==> src/rtl/cpld_ctrl_pkg.sv <==
// Shared constants and carrier types for the device control block
package cpld_ctrl_pkg;
    localparam int NUM_CELLS      = 32;
    localparam int NUM_REGION     = 16;
    localparam int NUM_DED        = 4;
    localparam int NUM_CHAINS     = 4;
    localparam int CHAIN_LEN      = NUM_CELLS / NUM_CHAINS;
    localparam int CELL_TERMS     = 5;
    localparam int CHAIN_MAX_PT   = 40;
    localparam int GBUS_W         = NUM_CELLS + NUM_CELLS + NUM_DED;
    localparam int PD_CELL        = 31;
    // Idle cycles before standby; kept small on purpose
    localparam logic [7:0] IDLE_CYCLES = 8'h10;

    // Register map (word addresses, byte address = 4 * index)
    localparam logic [3:0] REG_CONFIG  = 4'h0;
    localparam logic [3:0] REG_KEEPER  = 4'h1;
    localparam logic [3:0] REG_SLEW    = 4'h2;
    localparam logic [3:0] REG_DEDMODE = 4'h3;
    localparam logic [3:0] REG_CELLEN  = 4'h4;
    localparam logic [3:0] REG_CELLCLR = 4'h5;
    localparam logic [3:0] REG_CELLOE  = 4'h6;
    localparam logic [3:0] REG_STATUS  = 4'h7;

    // Config and status fields
    localparam int CFG_PD_EN   = 0;
    localparam int CFG_KEEP_EN = 1;
    localparam int ST_PD       = 0;
    localparam int ST_STANDBY  = 1;

    // Reset values: slow slew everywhere, keepers on, power-down off
    localparam logic [31:0] CONFIG_RST = 32'h0000_0002;
    localparam logic [31:0] SLEW_RST   = 32'h0000_0000;
    localparam logic [31:0] KEEPER_RST = 32'hFFFF_FFFF;
    localparam logic [31:0] ZERO_RST   = 32'h0000_0000;

    // Dedicated input roles
    localparam logic [1:0] DED_LOGIC = 2'h0;
    localparam logic [1:0] DED_CLOCK = 2'h1;
    localparam logic [1:0] DED_CLEAR = 2'h2;
    localparam logic [1:0] DED_OE    = 2'h3;

    typedef enum logic [2:0] {
        PWR_RUN     = 3'b001,
        PWR_STANDBY = 3'b010,
        PWR_DOWN    = 3'b100
    } pwr_state_t;

    typedef struct packed {
        logic        read;
        logic        write;
        logic [5:0]  address;
        logic [31:0] writedata;
    } av_req_t;

    typedef struct packed {
        logic        waitrequest;
        logic [31:0] readdata;
    } av_rsp_t;

    typedef struct packed {
        logic [NUM_CELLS-1:0] o;
        logic [NUM_CELLS-1:0] oe_n;
    } pin_drive_t;
endpackage : cpld_ctrl_pkg

==> src/rtl/cpld_power_down_and_global_routing.sv <==
// Chip-level power, pin keeper, slew, global control and bus routing
//
// Behaviour
// Power-down when enabled and pin high
// Power-down freezes state and enabled outputs
// Pin activity ignored until pin low
// Enabled power-down pin is not logic
// Power-down cell still feeds foldback, cascade
// Automatic standby on inactivity, wake on activity
// Keeper holds last driven pin level
// Keeper selectable, off means no holding
// Per-output slew, default slow
// Dedicated inputs: logic, clock, clear, enable
// Each cell selects global controls independently
// Pins and feedback on global bus
// Foldback terms reach all region cells
// Four cascade chains, forty product terms
// Power-down disabled: pin is ordinary logic
module cpld_power_down_and_global_routing (
    input  wire logic                    ref_clk,
    input  wire logic                    reset_n,
    // Avalon-MM slave
    input  wire logic [5:0]              avs_address,
    input  wire logic                    avs_read,
    input  wire logic                    avs_write,
    input  wire logic [31:0]             avs_writedata,
    output logic      [31:0]             avs_readdata,
    output logic                         avs_waitrequest,
    // Device pins
    input  wire logic                    power_down_pin,
    input  wire logic                    global_clear_pin,
    input  wire logic                    output_enable_pin_one,
    input  wire logic                    output_enable_pin_two,
    input  wire logic [3:0]              ded_in,
    input  wire logic [31:0]             io_in,
    input  wire logic [31:0]             io_in_driven,
    output logic      [31:0]             io_out,
    output logic      [31:0]             io_oe_n,
    output logic      [31:0]             io_keep,
    output logic      [31:0]             io_slew_fast,
    // Macrocell side
    input  wire logic [31:0]             cell_fb,
    input  wire logic [31:0]             cell_foldback,
    input  wire logic [31:0]             cell_sum,
    input  wire logic [31:0]             cell_cas_en,
    input  wire logic [31:0]             cell_oe_req,
    output logic      [67:0]             global_bus,
    output logic      [31:0]             region_bus,
    output logic      [31:0]             cascade_out,
    output logic      [31:0]             cell_clk_en,
    output logic      [31:0]             cell_clear,
    output logic                         logic_hold,
    output logic      [2:0]              power_state
);
    // Synchronised pin inputs
    logic [31:0] io_s;
    logic [31:0] drv_s;
    logic [3:0]  ded_s;
    logic        pd_s;
    logic        global_clear_pin_s;
    logic        oe1_s;
    logic        oe2_s;
    logic [31:0] casc;

    pin_sync #(.W(32)) u_sync_io (
        .ref_clk  (ref_clk),
        .reset_n  (reset_n),
        .async_in (io_in),
        .sync_out (io_s)
    );
    pin_sync #(.W(32)) u_sync_drv (
        .ref_clk  (ref_clk),
        .reset_n  (reset_n),
        .async_in (io_in_driven),
        .sync_out (drv_s)
    );
    pin_sync #(.W(8)) u_sync_ctl (
        .ref_clk  (ref_clk),
        .reset_n  (reset_n),
        .async_in ({ded_in, power_down_pin, global_clear_pin,
                    output_enable_pin_one, output_enable_pin_two}),
        .sync_out ({ded_s, pd_s, global_clear_pin_s, oe1_s, oe2_s})
    );

    // Four cascade chains of neighbouring cells
    for (genvar c = 0; c < cpld_ctrl_pkg::NUM_CHAINS; c++) begin : g_chain
        cascade_chain #(.LEN(cpld_ctrl_pkg::CHAIN_LEN)) u_chain (
            .cell_sum  (cell_sum[c*8 +: 8]),
            .cas_en    (cell_cas_en[c*8 +: 8]),
            .chain_out (casc[c*8 +: 8])
        );
    end

    typedef struct packed {
        logic [31:0]             config_r;
        logic [31:0]             keeper;
        logic [31:0]             slew;
        logic [31:0]             dedmode;
        logic [31:0]             cellen;
        logic [31:0]             cellclr;
        logic [31:0]             celloe;
        cpld_ctrl_pkg::pwr_state_t pwr;
        logic [7:0]              idle;
        logic [31:0]             io_last;
        logic [3:0]              ded_last;
        logic [31:0]             pin_view;
        logic [3:0]              ded_view;
        logic [31:0]             fb_view;
        logic [31:0]             keep_lvl;
        logic [31:0]             out;
        logic [31:0]             oe_n;
        logic [31:0]             keep_out;
        logic [31:0]             slew_out;
        logic [67:0]             gbus;
        logic [31:0]             rbus;
        logic [31:0]             cas;
        logic [31:0]             clk_en;
        logic [31:0]             clr;
        logic                    hold;
        logic                    ack;
        logic [31:0]             rdata;
    } top_state_t;

    top_state_t st;
    top_state_t next_st;

    // Scratch values of the combinational process
    logic        pd_active;
    logic        activity;
    logic        g_clk;
    logic        g_clr;
    logic        g_oe;
    logic [31:0] pd_mask;
    logic [31:0] pin_eff;

    always_comb begin
        next_st   = st;
        pd_active = 1'b0;
        activity  = 1'b0;
        g_clk     = 1'b0;
        g_clr     = 1'b0;
        g_oe      = 1'b0;
        pd_mask   = 32'h0000_0000;
        pin_eff   = 32'h0000_0000;

        // Register access, one wait cycle then acknowledge
        next_st.ack = 1'b0;
        // Write lands at the edge the master sees waitrequest low
        if (avs_write && st.ack) begin
            case (avs_address[5:2])
                cpld_ctrl_pkg::REG_CONFIG:  next_st.config_r =
                    avs_writedata & 32'h0000_0003;
                cpld_ctrl_pkg::REG_KEEPER:  next_st.keeper  = avs_writedata;
                cpld_ctrl_pkg::REG_SLEW:    next_st.slew    = avs_writedata;
                cpld_ctrl_pkg::REG_DEDMODE: next_st.dedmode =
                    avs_writedata & 32'h0000_00FF;
                cpld_ctrl_pkg::REG_CELLEN:  next_st.cellen  = avs_writedata;
                cpld_ctrl_pkg::REG_CELLCLR: next_st.cellclr = avs_writedata;
                cpld_ctrl_pkg::REG_CELLOE:  next_st.celloe  = avs_writedata;
                default: ;
            endcase
        end
        if ((avs_read || avs_write) && !st.ack) begin
            next_st.ack = 1'b1;
            case (avs_address[5:2])
                cpld_ctrl_pkg::REG_CONFIG:  next_st.rdata = st.config_r;
                cpld_ctrl_pkg::REG_KEEPER:  next_st.rdata = st.keeper;
                cpld_ctrl_pkg::REG_SLEW:    next_st.rdata = st.slew;
                cpld_ctrl_pkg::REG_DEDMODE: next_st.rdata = st.dedmode;
                cpld_ctrl_pkg::REG_CELLEN:  next_st.rdata = st.cellen;
                cpld_ctrl_pkg::REG_CELLCLR: next_st.rdata = st.cellclr;
                cpld_ctrl_pkg::REG_CELLOE:  next_st.rdata = st.celloe;
                cpld_ctrl_pkg::REG_STATUS:  next_st.rdata =
                    {29'h0000_0000, st.pwr};
                default:                    next_st.rdata = 32'h0000_0000;
            endcase
        end

        // Power-down pin counts only when the option is enabled
        pd_active = st.config_r[cpld_ctrl_pkg::CFG_PD_EN] & pd_s;
        pd_mask = st.config_r[cpld_ctrl_pkg::CFG_PD_EN] ?
            (32'h0000_0001 << cpld_ctrl_pkg::PD_CELL) : 32'h0000_0000;

        // Inactivity detection on pins and feedback
        activity = (io_s != st.io_last) || (ded_s != st.ded_last)
                   || (cell_fb != st.fb_view);
        next_st.io_last  = io_s;
        next_st.ded_last = ded_s;

        case (st.pwr)
            cpld_ctrl_pkg::PWR_RUN: begin
                if (pd_active) begin
                    next_st.pwr = cpld_ctrl_pkg::PWR_DOWN;
                end else if (activity) begin
                    next_st.idle = 8'h00;
                end else if (st.idle == cpld_ctrl_pkg::IDLE_CYCLES) begin
                    next_st.pwr = cpld_ctrl_pkg::PWR_STANDBY;
                end else begin
                    next_st.idle = st.idle + 8'h01;
                end
            end
            cpld_ctrl_pkg::PWR_STANDBY: begin
                if (pd_active) begin
                    next_st.pwr = cpld_ctrl_pkg::PWR_DOWN;
                end else if (activity) begin
                    next_st.pwr  = cpld_ctrl_pkg::PWR_RUN;
                    next_st.idle = 8'h00;
                end
            end
            cpld_ctrl_pkg::PWR_DOWN: begin
                if (!pd_active) begin
                    next_st.pwr  = cpld_ctrl_pkg::PWR_RUN;
                    next_st.idle = 8'h00;
                end
            end
            default: next_st.pwr = cpld_ctrl_pkg::PWR_RUN;
        endcase

        next_st.hold = (next_st.pwr == cpld_ctrl_pkg::PWR_DOWN);

        // Keeper: driven pins track, released pins with keeper on hold last level, others read low
        for (int i = 0; i < 32; i++) begin
            if (drv_s[i]) begin
                next_st.keep_lvl[i] = io_s[i];
            end
            if (drv_s[i]) begin
                pin_eff[i] = io_s[i];
            end else if (st.config_r[cpld_ctrl_pkg::CFG_KEEP_EN]
                         && st.keeper[i]) begin
                pin_eff[i] = st.keep_lvl[i];
            end else begin
                pin_eff[i] = 1'b0;
            end
        end
        next_st.keep_out = st.config_r[cpld_ctrl_pkg::CFG_KEEP_EN] ?
            st.keeper : 32'h0000_0000;
        next_st.slew_out = st.slew;

        // Dedicated inputs as logic or global controls
        for (int d = 0; d < 4; d++) begin
            case (st.dedmode[2*d +: 2])
                cpld_ctrl_pkg::DED_CLOCK: g_clk = g_clk | ded_s[d];
                cpld_ctrl_pkg::DED_CLEAR: g_clr = g_clr | ded_s[d];
                cpld_ctrl_pkg::DED_OE:    g_oe  = g_oe  | ded_s[d];
                default: ;
            endcase
        end
        g_clr = g_clr | !global_clear_pin_s;
        g_oe  = g_oe | !oe1_s | !oe2_s;

        // Frozen while powered down: pins ignored, logic held
        if (next_st.hold) begin
            next_st.io_last  = st.io_last;
            next_st.ded_last = st.ded_last;
            next_st.keep_lvl = st.keep_lvl;
        end else begin
            next_st.pin_view = pin_eff & ~pd_mask;
            next_st.ded_view = ded_s;
            next_st.fb_view  = cell_fb;
            next_st.gbus     = {ded_s, cell_fb, pin_eff & ~pd_mask};
            next_st.rbus     = cell_foldback;
            next_st.cas      = casc;
            next_st.clk_en   = st.cellen & {32{g_clk}};
            next_st.clr      = st.cellclr & {32{g_clr}};
            next_st.oe_n     = ~((st.celloe & {32{g_oe}}) | cell_oe_req)
                               | pd_mask;
            next_st.out      = cell_fb & ~pd_mask;
        end
        // out and oe_n keep their values while held
    end

    always_ff @(posedge ref_clk or negedge reset_n) begin
        if (!reset_n) begin
            st          <= '0;
            st.config_r <= cpld_ctrl_pkg::CONFIG_RST;
            st.keeper   <= cpld_ctrl_pkg::KEEPER_RST;
            st.slew     <= cpld_ctrl_pkg::SLEW_RST;
            st.pwr      <= cpld_ctrl_pkg::PWR_RUN;
            st.oe_n     <= 32'hFFFF_FFFF;
        end else begin
            st <= next_st;
        end
    end

    // Outputs straight from flip-flops
    assign avs_readdata    = st.rdata;
    assign avs_waitrequest = !st.ack;
    assign io_out          = st.out;
    assign io_oe_n         = st.oe_n;
    assign io_keep         = st.keep_out;
    assign io_slew_fast    = st.slew_out;
    assign global_bus      = st.gbus;
    assign region_bus      = st.rbus;
    assign cascade_out     = st.cas;
    assign cell_clk_en     = st.clk_en;
    assign cell_clear      = st.clr;
    assign logic_hold      = st.hold;
    assign power_state     = st.pwr;
endmodule : cpld_power_down_and_global_routing

==> src/rtl/pin_sync.sv <==
// Three-stage synchroniser with agreement filter for pin inputs
module pin_sync #(
    parameter int W = 1
) (
    input  wire logic         ref_clk,
    input  wire logic         reset_n,
    input  wire logic [W-1:0] async_in,
    output logic      [W-1:0] sync_out
);
    typedef struct packed {
        logic [W-1:0] s1;
        logic [W-1:0] s2;
        logic [W-1:0] s3;
        logic [W-1:0] q;
    } sync_state_t;

    sync_state_t st;
    sync_state_t next_st;

    // Shift chain; a change counts once stages two and three agree
    always_comb begin
        next_st    = st;
        next_st.s1 = async_in;
        next_st.s2 = st.s1;
        next_st.s3 = st.s2;
        for (int i = 0; i < W; i++) begin
            if (st.s2[i] == st.s3[i]) begin
                next_st.q[i] = st.s3[i];
            end
        end
    end

    always_ff @(posedge ref_clk or negedge reset_n) begin
        if (!reset_n) begin
            st <= '0;
        end else begin
            st <= next_st;
        end
    end

    assign sync_out = st.q;
endmodule : pin_sync

==> src/rtl/cascade_chain.sv <==
// One cascade chain: OR of the cell sum terms along neighbouring cells
module cascade_chain #(
    parameter int LEN = 8
) (
    input  wire logic [LEN-1:0] cell_sum,
    input  wire logic [LEN-1:0] cas_en,
    output logic      [LEN-1:0] chain_out
);
    // Each cell after the first ORs its own sum with the cascade from its neighbour when cas_en is set
    always_comb begin
        chain_out[0] = cell_sum[0];
        for (int i = 1; i < LEN; i++) begin
            chain_out[i] = cell_sum[i] | (cas_en[i] & chain_out[i-1]);
        end
    end
endmodule : cascade_chain

==> config.mk <==
export PLATFORM = sky130hd
export DESIGN_NAME = cpld_power_down_and_global_routing
export DESIGN_NICKNAME = d
export VERILOG_FILES = /design/src/rtl/cpld_ctrl_pkg.sv /design/src/rtl/cpld_power_down_and_global_routing.sv /design/src/rtl/pin_sync.sv /design/src/rtl/cascade_chain.sv
export SDC_FILE = /design/constraint.sdc
export NUM_CORES = 1
export LEC_CHECK = 0
export ABC_AREA = 1
export BUFFER_PORTS_ARGS = -buffer_cell sky130_fd_sc_hd__buf_2
export CAP_MARGIN = 20
export CORE_UTILIZATION = 46
export CTS_CLUSTER_SIZE = 16
export DETAILED_ROUTE_END_ITERATION = 7
export PLACE_DENSITY = 0.68
export REMOVE_ABC_BUFFERS = 1
export SLEW_MARGIN = 20
export SYNTH_ARGS = -nofsm -noshare
export SYNTH_HDL_FRONTEND = slang
export SYNTH_SLANG_ARGS = --single-unit
==> constraint.sdc <==
create_clock -name ref_clk -period 3.4 [get_ports ref_clk]
set_input_delay 0.17 -clock ref_clk [delete_from_list [all_inputs] [get_ports ref_clk]]
set_output_delay 0.17 -clock ref_clk [all_outputs]
set_load 0.02 [all_outputs]
* Yosys cells after proc, flatten, opt, wreduce, memory -nomap -nowiden
Index checks and enable logic that the tools add are counted.
** Storage, ports and cells
- Register bits after elaboration :: 927
- Bits in latches :: 0
- Memory bits (writable) :: 0
- Memory bits (read-only) :: 0
- Bits of input ports :: 274
- Output and inout bits :: 361
- Logic and storage cells :: 496
- Memories :: 0
** Operators by class
- Add/sub/neg operators :: 1
- Multipliers :: 0
- Divide/modulo/power cells :: 0
- Order comparisons :: 0
- Eq/ne operators :: 104
- Shifts and indexed selects :: 0
- Mux-type cells :: 92
- Bitwise operators :: 79
- Reduce and logical (&&, ||, !) cells :: 83
** Operator list (count)
- case mux 32 bit (8 select lines) :: 1
- AND 32 bit :: 5
- AND reduction 2 bit :: 39
- 2-to-1 mux 1 bit :: 76
- equality test 1 bit :: 72
- 2-to-1 mux 32 bit :: 2
- != test 32 bit :: 2
- inverter 32 bit :: 2
- OR 32 bit :: 2
- OR 1 bit :: 40
- logical AND 1 bit :: 34
- 2-to-1 mux 33 bit :: 1
- 2-to-1 mux 8 bit :: 4
- AND 1 bit :: 29
- case mux 8 bit (3 select lines) :: 1
- 2-to-1 mux 11 bit :: 2
- equality test 2 bit (second input constant) :: 8
- equality test 4 x 3 -> 1 bit (second input constant) :: 4
- 2-to-1 mux 3 bit :: 4
- case mux 3 bit (3 select lines) :: 1
- adder 8 x 1 -> 8 bit (second input constant) :: 1
- equality test 2 x 1 -> 1 bit (second input constant) :: 4
- equality test 4 x 2 -> 1 bit (second input constant) :: 2
- equality test 8 x 5 -> 1 bit (second input constant) :: 1
- other kinds (13) :: 22

* Longest topological paths before layout
- Depth after elaboration :: 14
- Mapped depth :: 16

* Cells and area by module
From an unflattened synthesis, not the netlist that was laid out.
** Second synthesis, totals
- Cell total of the unflattened synthesis :: 3813
- Area total of the unflattened synthesis :: 35786.8 um2
** By module, submodules not included
- cpld_power_down_and_global_routing :: times used 1, cells an instance 3077, area an instance 26412.8 um2
- pin_sync at u_sync_drv ... :: times used 2, cells an instance 288, area an instance 3963.8 um2
- pin_sync at u_sync_ctl :: times used 1, cells an instance 72, area an instance 991.0 um2
- cascade_chain :: times used 4, cells an instance 22, area an instance 113.9 um2

* Worst setup path after synthesis
Ideal clock, no wire load.
- Path kind :: register to register
- Start :: register st[32] (netlist name)
- End :: register st, in the netlist avs_readdata[10]
- Arrival time :: 1535 ps
- Required time :: 3275 ps
- Slack :: 1741 ps
- Cell stages (with the launch flop) :: 5
- Path through :: dfrtp_1 -> clkbuf_1 -> nor2_1 -> clkbuf_1 -> mux2_2
** On the way
- Longest elaborated chain between the ends :: 2
** Ends and longest elaborated chain
- from (decl) :: line cpld_power_down_and_global_routing.sv:124 : top_state_t st;
- from (signal assigned) :: line cpld_power_down_and_global_routing.sv:281 : st <= next_st;
- zero test 1 bit :: line cpld_power_down_and_global_routing.sv:163 : if ((avs_read || avs_write) && !st.ack) begin
- logical AND 1 bit :: line cpld_power_down_and_global_routing.sv:163
Every way passes these cells.
A chain may end at the register's enable or synchronous reset.

* Final worst setup path
- Start :: register st, in the netlist power_state[0]
- End :: register st, in the netlist cascade_out[28]
** On the way
- Longest elaborated chain between the ends :: 5
- Elaborated cells between the ends (all ways) :: 11
- Classes of those cells :: eq/ne (4); mux (7)
** Ends and longest elaborated chain
- 2-to-1 mux 3 bit :: line cpld_power_down_and_global_routing.sv:196 : end else if (st.idle == cpld_ctrl_pkg::IDLE_CYCLES) begin
- 2-to-1 mux 3 bit :: line cpld_power_down_and_global_routing.sv:194 : end else if (activity) begin
- 2-to-1 mux 3 bit :: line cpld_power_down_and_global_routing.sv:192 : if (pd_active) begin
- case mux 3 bit (3 select lines) (*) :: line cpld_power_down_and_global_routing.sv:190 : case (st.pwr)
- equality test 3 bit (*) :: line cpld_power_down_and_global_routing.sv:219 : next_st.hold = (next_st.pwr == cpld_ctrl_pkg::PWR_DOWN);
Every way passes the cells marked *; elsewhere a longest branch is shown, timed or not. The select of a mux whose other input is x is not followed.

==> metrics.txt <==
clock power share=38.2%; clock sink count=860; postcts setup bufs=0; CTS tree=yes; Final setup viols=0; complex-gate fraction of the synthesized area=5.49%; final worst slack=0.538 ns; Die X=277 um; fmax=roughly 0.35 GHz; num ports=635; Place WS=0.802 ns; worst hold start=avs_read; largest family of logic cells by synthesized area=simple AND/OR/NAND/NOR gates; syn_area_per_cell=about 10 um2; Seq/Total Area, Yosys=62.2%; total global-route track usage=25.7%; Layout Skew=about 0.021 ns; fraction of registers with async set/reset=100%; met1 WL=40.1 mm; Fin. Hold Viols=0; dominant cells by area after synthesis=dfrtp_1 57%, nand2_1 12%, buf_4 8.2%; Net Sw Power=8450 uW; NumNets Final=4,272; TritonCTS Buffers=91; Startpoint Class=register; flops & latches, synth=860; mux contribution to synthesized area=0.778%; sw frac=29.6%; Synth Flop Type=dfrtp_1; initial core utilization=46.6%; CTS resizes=0; Mapped Area=0.0347 mm2; CP Launch Point=power_state[0]; Max VDD drop=between 0.0003 and 0.0004 V; Via density=around 5; count of input and output buffers=~630; kind of critical path=reg2reg; Tmin final=around 2.9 ns; Reg power frac=44.9%; initial antenna violation count=6; Detail Route Antenna Nets=0; wire per inst=between 15 and 20 um; clk_lat worst skew=0.65 ns; clock slew at reported path FFs=0.06 ns; uppermost routed layer=met5; RSZ-0062 raised after global routing=no; Routed WL=98.0 mm; Crit path required time=around 4 ns; Gate Count Post-Synth=3,454; status=completed; leakage=0.0218 uW; initial DRC count=between 1.5k and 2k; met2 wire len=47.3 mm; PwrDens=675 mW/mm2; Slew HR=between 30% and 40%; total negative slack=0 ns; met3 wire length=6.96 mm; Slew Viols, Final=0; internal power=roughly 20,000 uW; Post-CTS Hold Buffers=269; synth unique cells=38; pin count of the biggest net entering global routing=146; row count=100; max-cap violations=0; Post-synth EDFFs=0; period utilization=84.2%; crit end category=register; die area=0.0766 mm2; routability cong.=between 0.8 and 0.9; # H-tree levels=3; DRC=0; crit-path max FO=64; top cell type's share of synthesized area=approximately 57%; Worst R2R Setup Slack=0.54 ns; Worst Hold Class=in2reg; Simple-Gate Fraction of Synth Area=between 10% and 20%; first-pass GRT wire length=151 mm; GR Overflow Total=0; Yosys warning count=0; Die Y-Extent=277 um; Arr. time, crit path=3.45 ns; Synth area leader=dfrtp_1; post-synthesis adder-cell area fraction=2.15%; Pre-antenna DRT Iters=6; worst slew pin tran=1.04 ns; Clock Path Buffers=3; clk root buf=clkbuf_16; Comb power frac=between 10% and 20%; Core Region=0.0746 mm2; vias in the first global route=25.8k; vias post-DR=25.4k; layout cells sized above 1=23.2%; post-synthesis xor/xnor area fraction=1.19%; area grow syn2layout=21.9%; reg2reg start=power_state[0]; Final HPWL DP=61.7 mm
[critical path, stage by stage, from the launching register on]
cell and delay [ns]:
dfstp_2 0.57, nor3_2 0.07, nor2_2 0.14, inv_2 0.11
nor2_2 0.19, nor2_4 0.09, inv_8 0.34, buf_4 0.39
nor2_1 0.07, a31oi_1 0.18, dlygate4sd3_1 0.59
[power groups by stage]
stage	Clock (uW)	Combinational [uW]	Sequential (uW)
after floorplan	0	1700	13600
after global placement	0	4450	12900
after detailed placement	0	4530	12900
after CTS	11100	4840	12800
after global routing	11500	5280	13000
final	10900	4820	12800
[sequential cells by signal, indices dropped and copies added, names as in the netlist]
signal / count
avs_readdata: 32
cascade_out: 32
cell_clear: 32
cell_clk_en: 32
global_bus: 33
io_keep: 32
io_oe_n: 32
io_out: 1
io_slew_fast: 32
logic_hold: 1
next_st: 32
power_state: 3
region_bus: 32
st: 246
u_sync_ctl.next_st: 16
u_sync_ctl.st: 8
u_sync_ctl.sync_out: 8
u_sync_drv.next_st: 64
u_sync_drv.st: 32
u_sync_drv.sync_out: 32
u_sync_io.next_st: 64
u_sync_io.st: 32
u_sync_io.sync_out: 32
[cells in the final DEF (no fill, tap or decap), drive strengths merged]
cell / instances
clkinvlp: 4
o22a: 1
clkbuf: 118
xnor2: 24
o31ai: 2
nor4: 1
a32o: 1
clkinv: 27
a221oi: 30
buf: 666
nor2: 79
dfrtp: 794
inv: 214
o21ai: 247
dfstp: 66
a311oi: 1
dlygate4sd3: 269
bufinv: 17
ha: 2
maj3: 72
diode: 4
mux2: 24
nand2: 1113
xor2: 23
or2: 2
nand4: 37
o2111ai: 2
a22o: 1
nand3: 157
nor3: 15
a21oi: 35
nand3b: 2
a31oi: 26
[metrics by stage]
| step | instance area [um2] | hold WS [ns] | utilization, % | total power, uW | instances |
|---|---|---|---|---|---|
| 3_3_place_gp | 36200 | 0.226 | 48.6 | 17300 | 4603 |
| 4_1_cts | 42300 | 0.0128 | 56.7 | 28700 | 5041 |
| 6_report | 42300 | 0.0453 | 56.7 | 28500 | 5045 |
| 5_1_grt | 42300 | 0.0508 | 56.7 | 29800 | 5044 |
| 3_5_place_dp | 36200 | 0.226 | 48.6 | 17500 | 4603 |
| 2_1_floorplan | 31400 | -0.126 | - | 15300 | 2968 |
[synthesized netlist by cell type, types with 2 or more instances]
library cell     n
ha_1             2
nand3b_1         2
a31oi_1         26
clkbuf_1        62
nor3_2           3
inv_2            7
mux2_2          24
inv_1          203
nor2_1          74
buf_4          378
nor3_1          12
xnor2_1         24
nand3_1        157
or2_2            2
dfrtp_1        794
o31ai_1          2
a221oi_1        30
maj3_1          72
dfstp_2         66
buf_6            6
nand2_2          4
xor2_1          23
a21oi_1         35
nand2_1       1108
buf_2           40
o2111ai_1        2
nor2_2           4
o21ai_1         20
nand4_1         37
o21ai_0        227
[cells by family after synthesis]
kind of cell	after synthesis
DFF	860
and+or+nand+nor	1406
buffers and inverters	697
muxes	24
xor gates and xnor gates	47
adders and majority gates	74
AOI/OAI and AO/OA	346
[metal layers]
layer  global-route usage, %  up-vias
met1                    33.0    12500
met2                    42.6      977
met4                    10.1        2
li1                        -    11700
met3                    5.35      185
met5                       0        -
[final cells by class]
cell class / count / area, um2
Sequential cell: 860 / 21600
Multi-Input combinational cell: 1897 / 9060
Fill cell: 6163 / 32300
Inverter: 211 / 800
Antenna cell: 4 / 10.0
Clock buffer: 118 / 2560
Timing Repair Buffer: 935 / 6270
Clock inverter: 51 / 801
Tap cell: 969 / 1210
[path summary, 6_finish.rpt]
check,depth (start not counted),to
max,10,cascade_out[28]
min,5,avs_readdata[4]
max reg2reg,10,cascade_out[28]
min reg2reg,0,u_sync_io.next_st[54]
max in group asynchronous,3,u_sync_drv.next_st[91]
min in group asynchronous,2,avs_readdata[11]
Power figures use the tool's default switching activity.
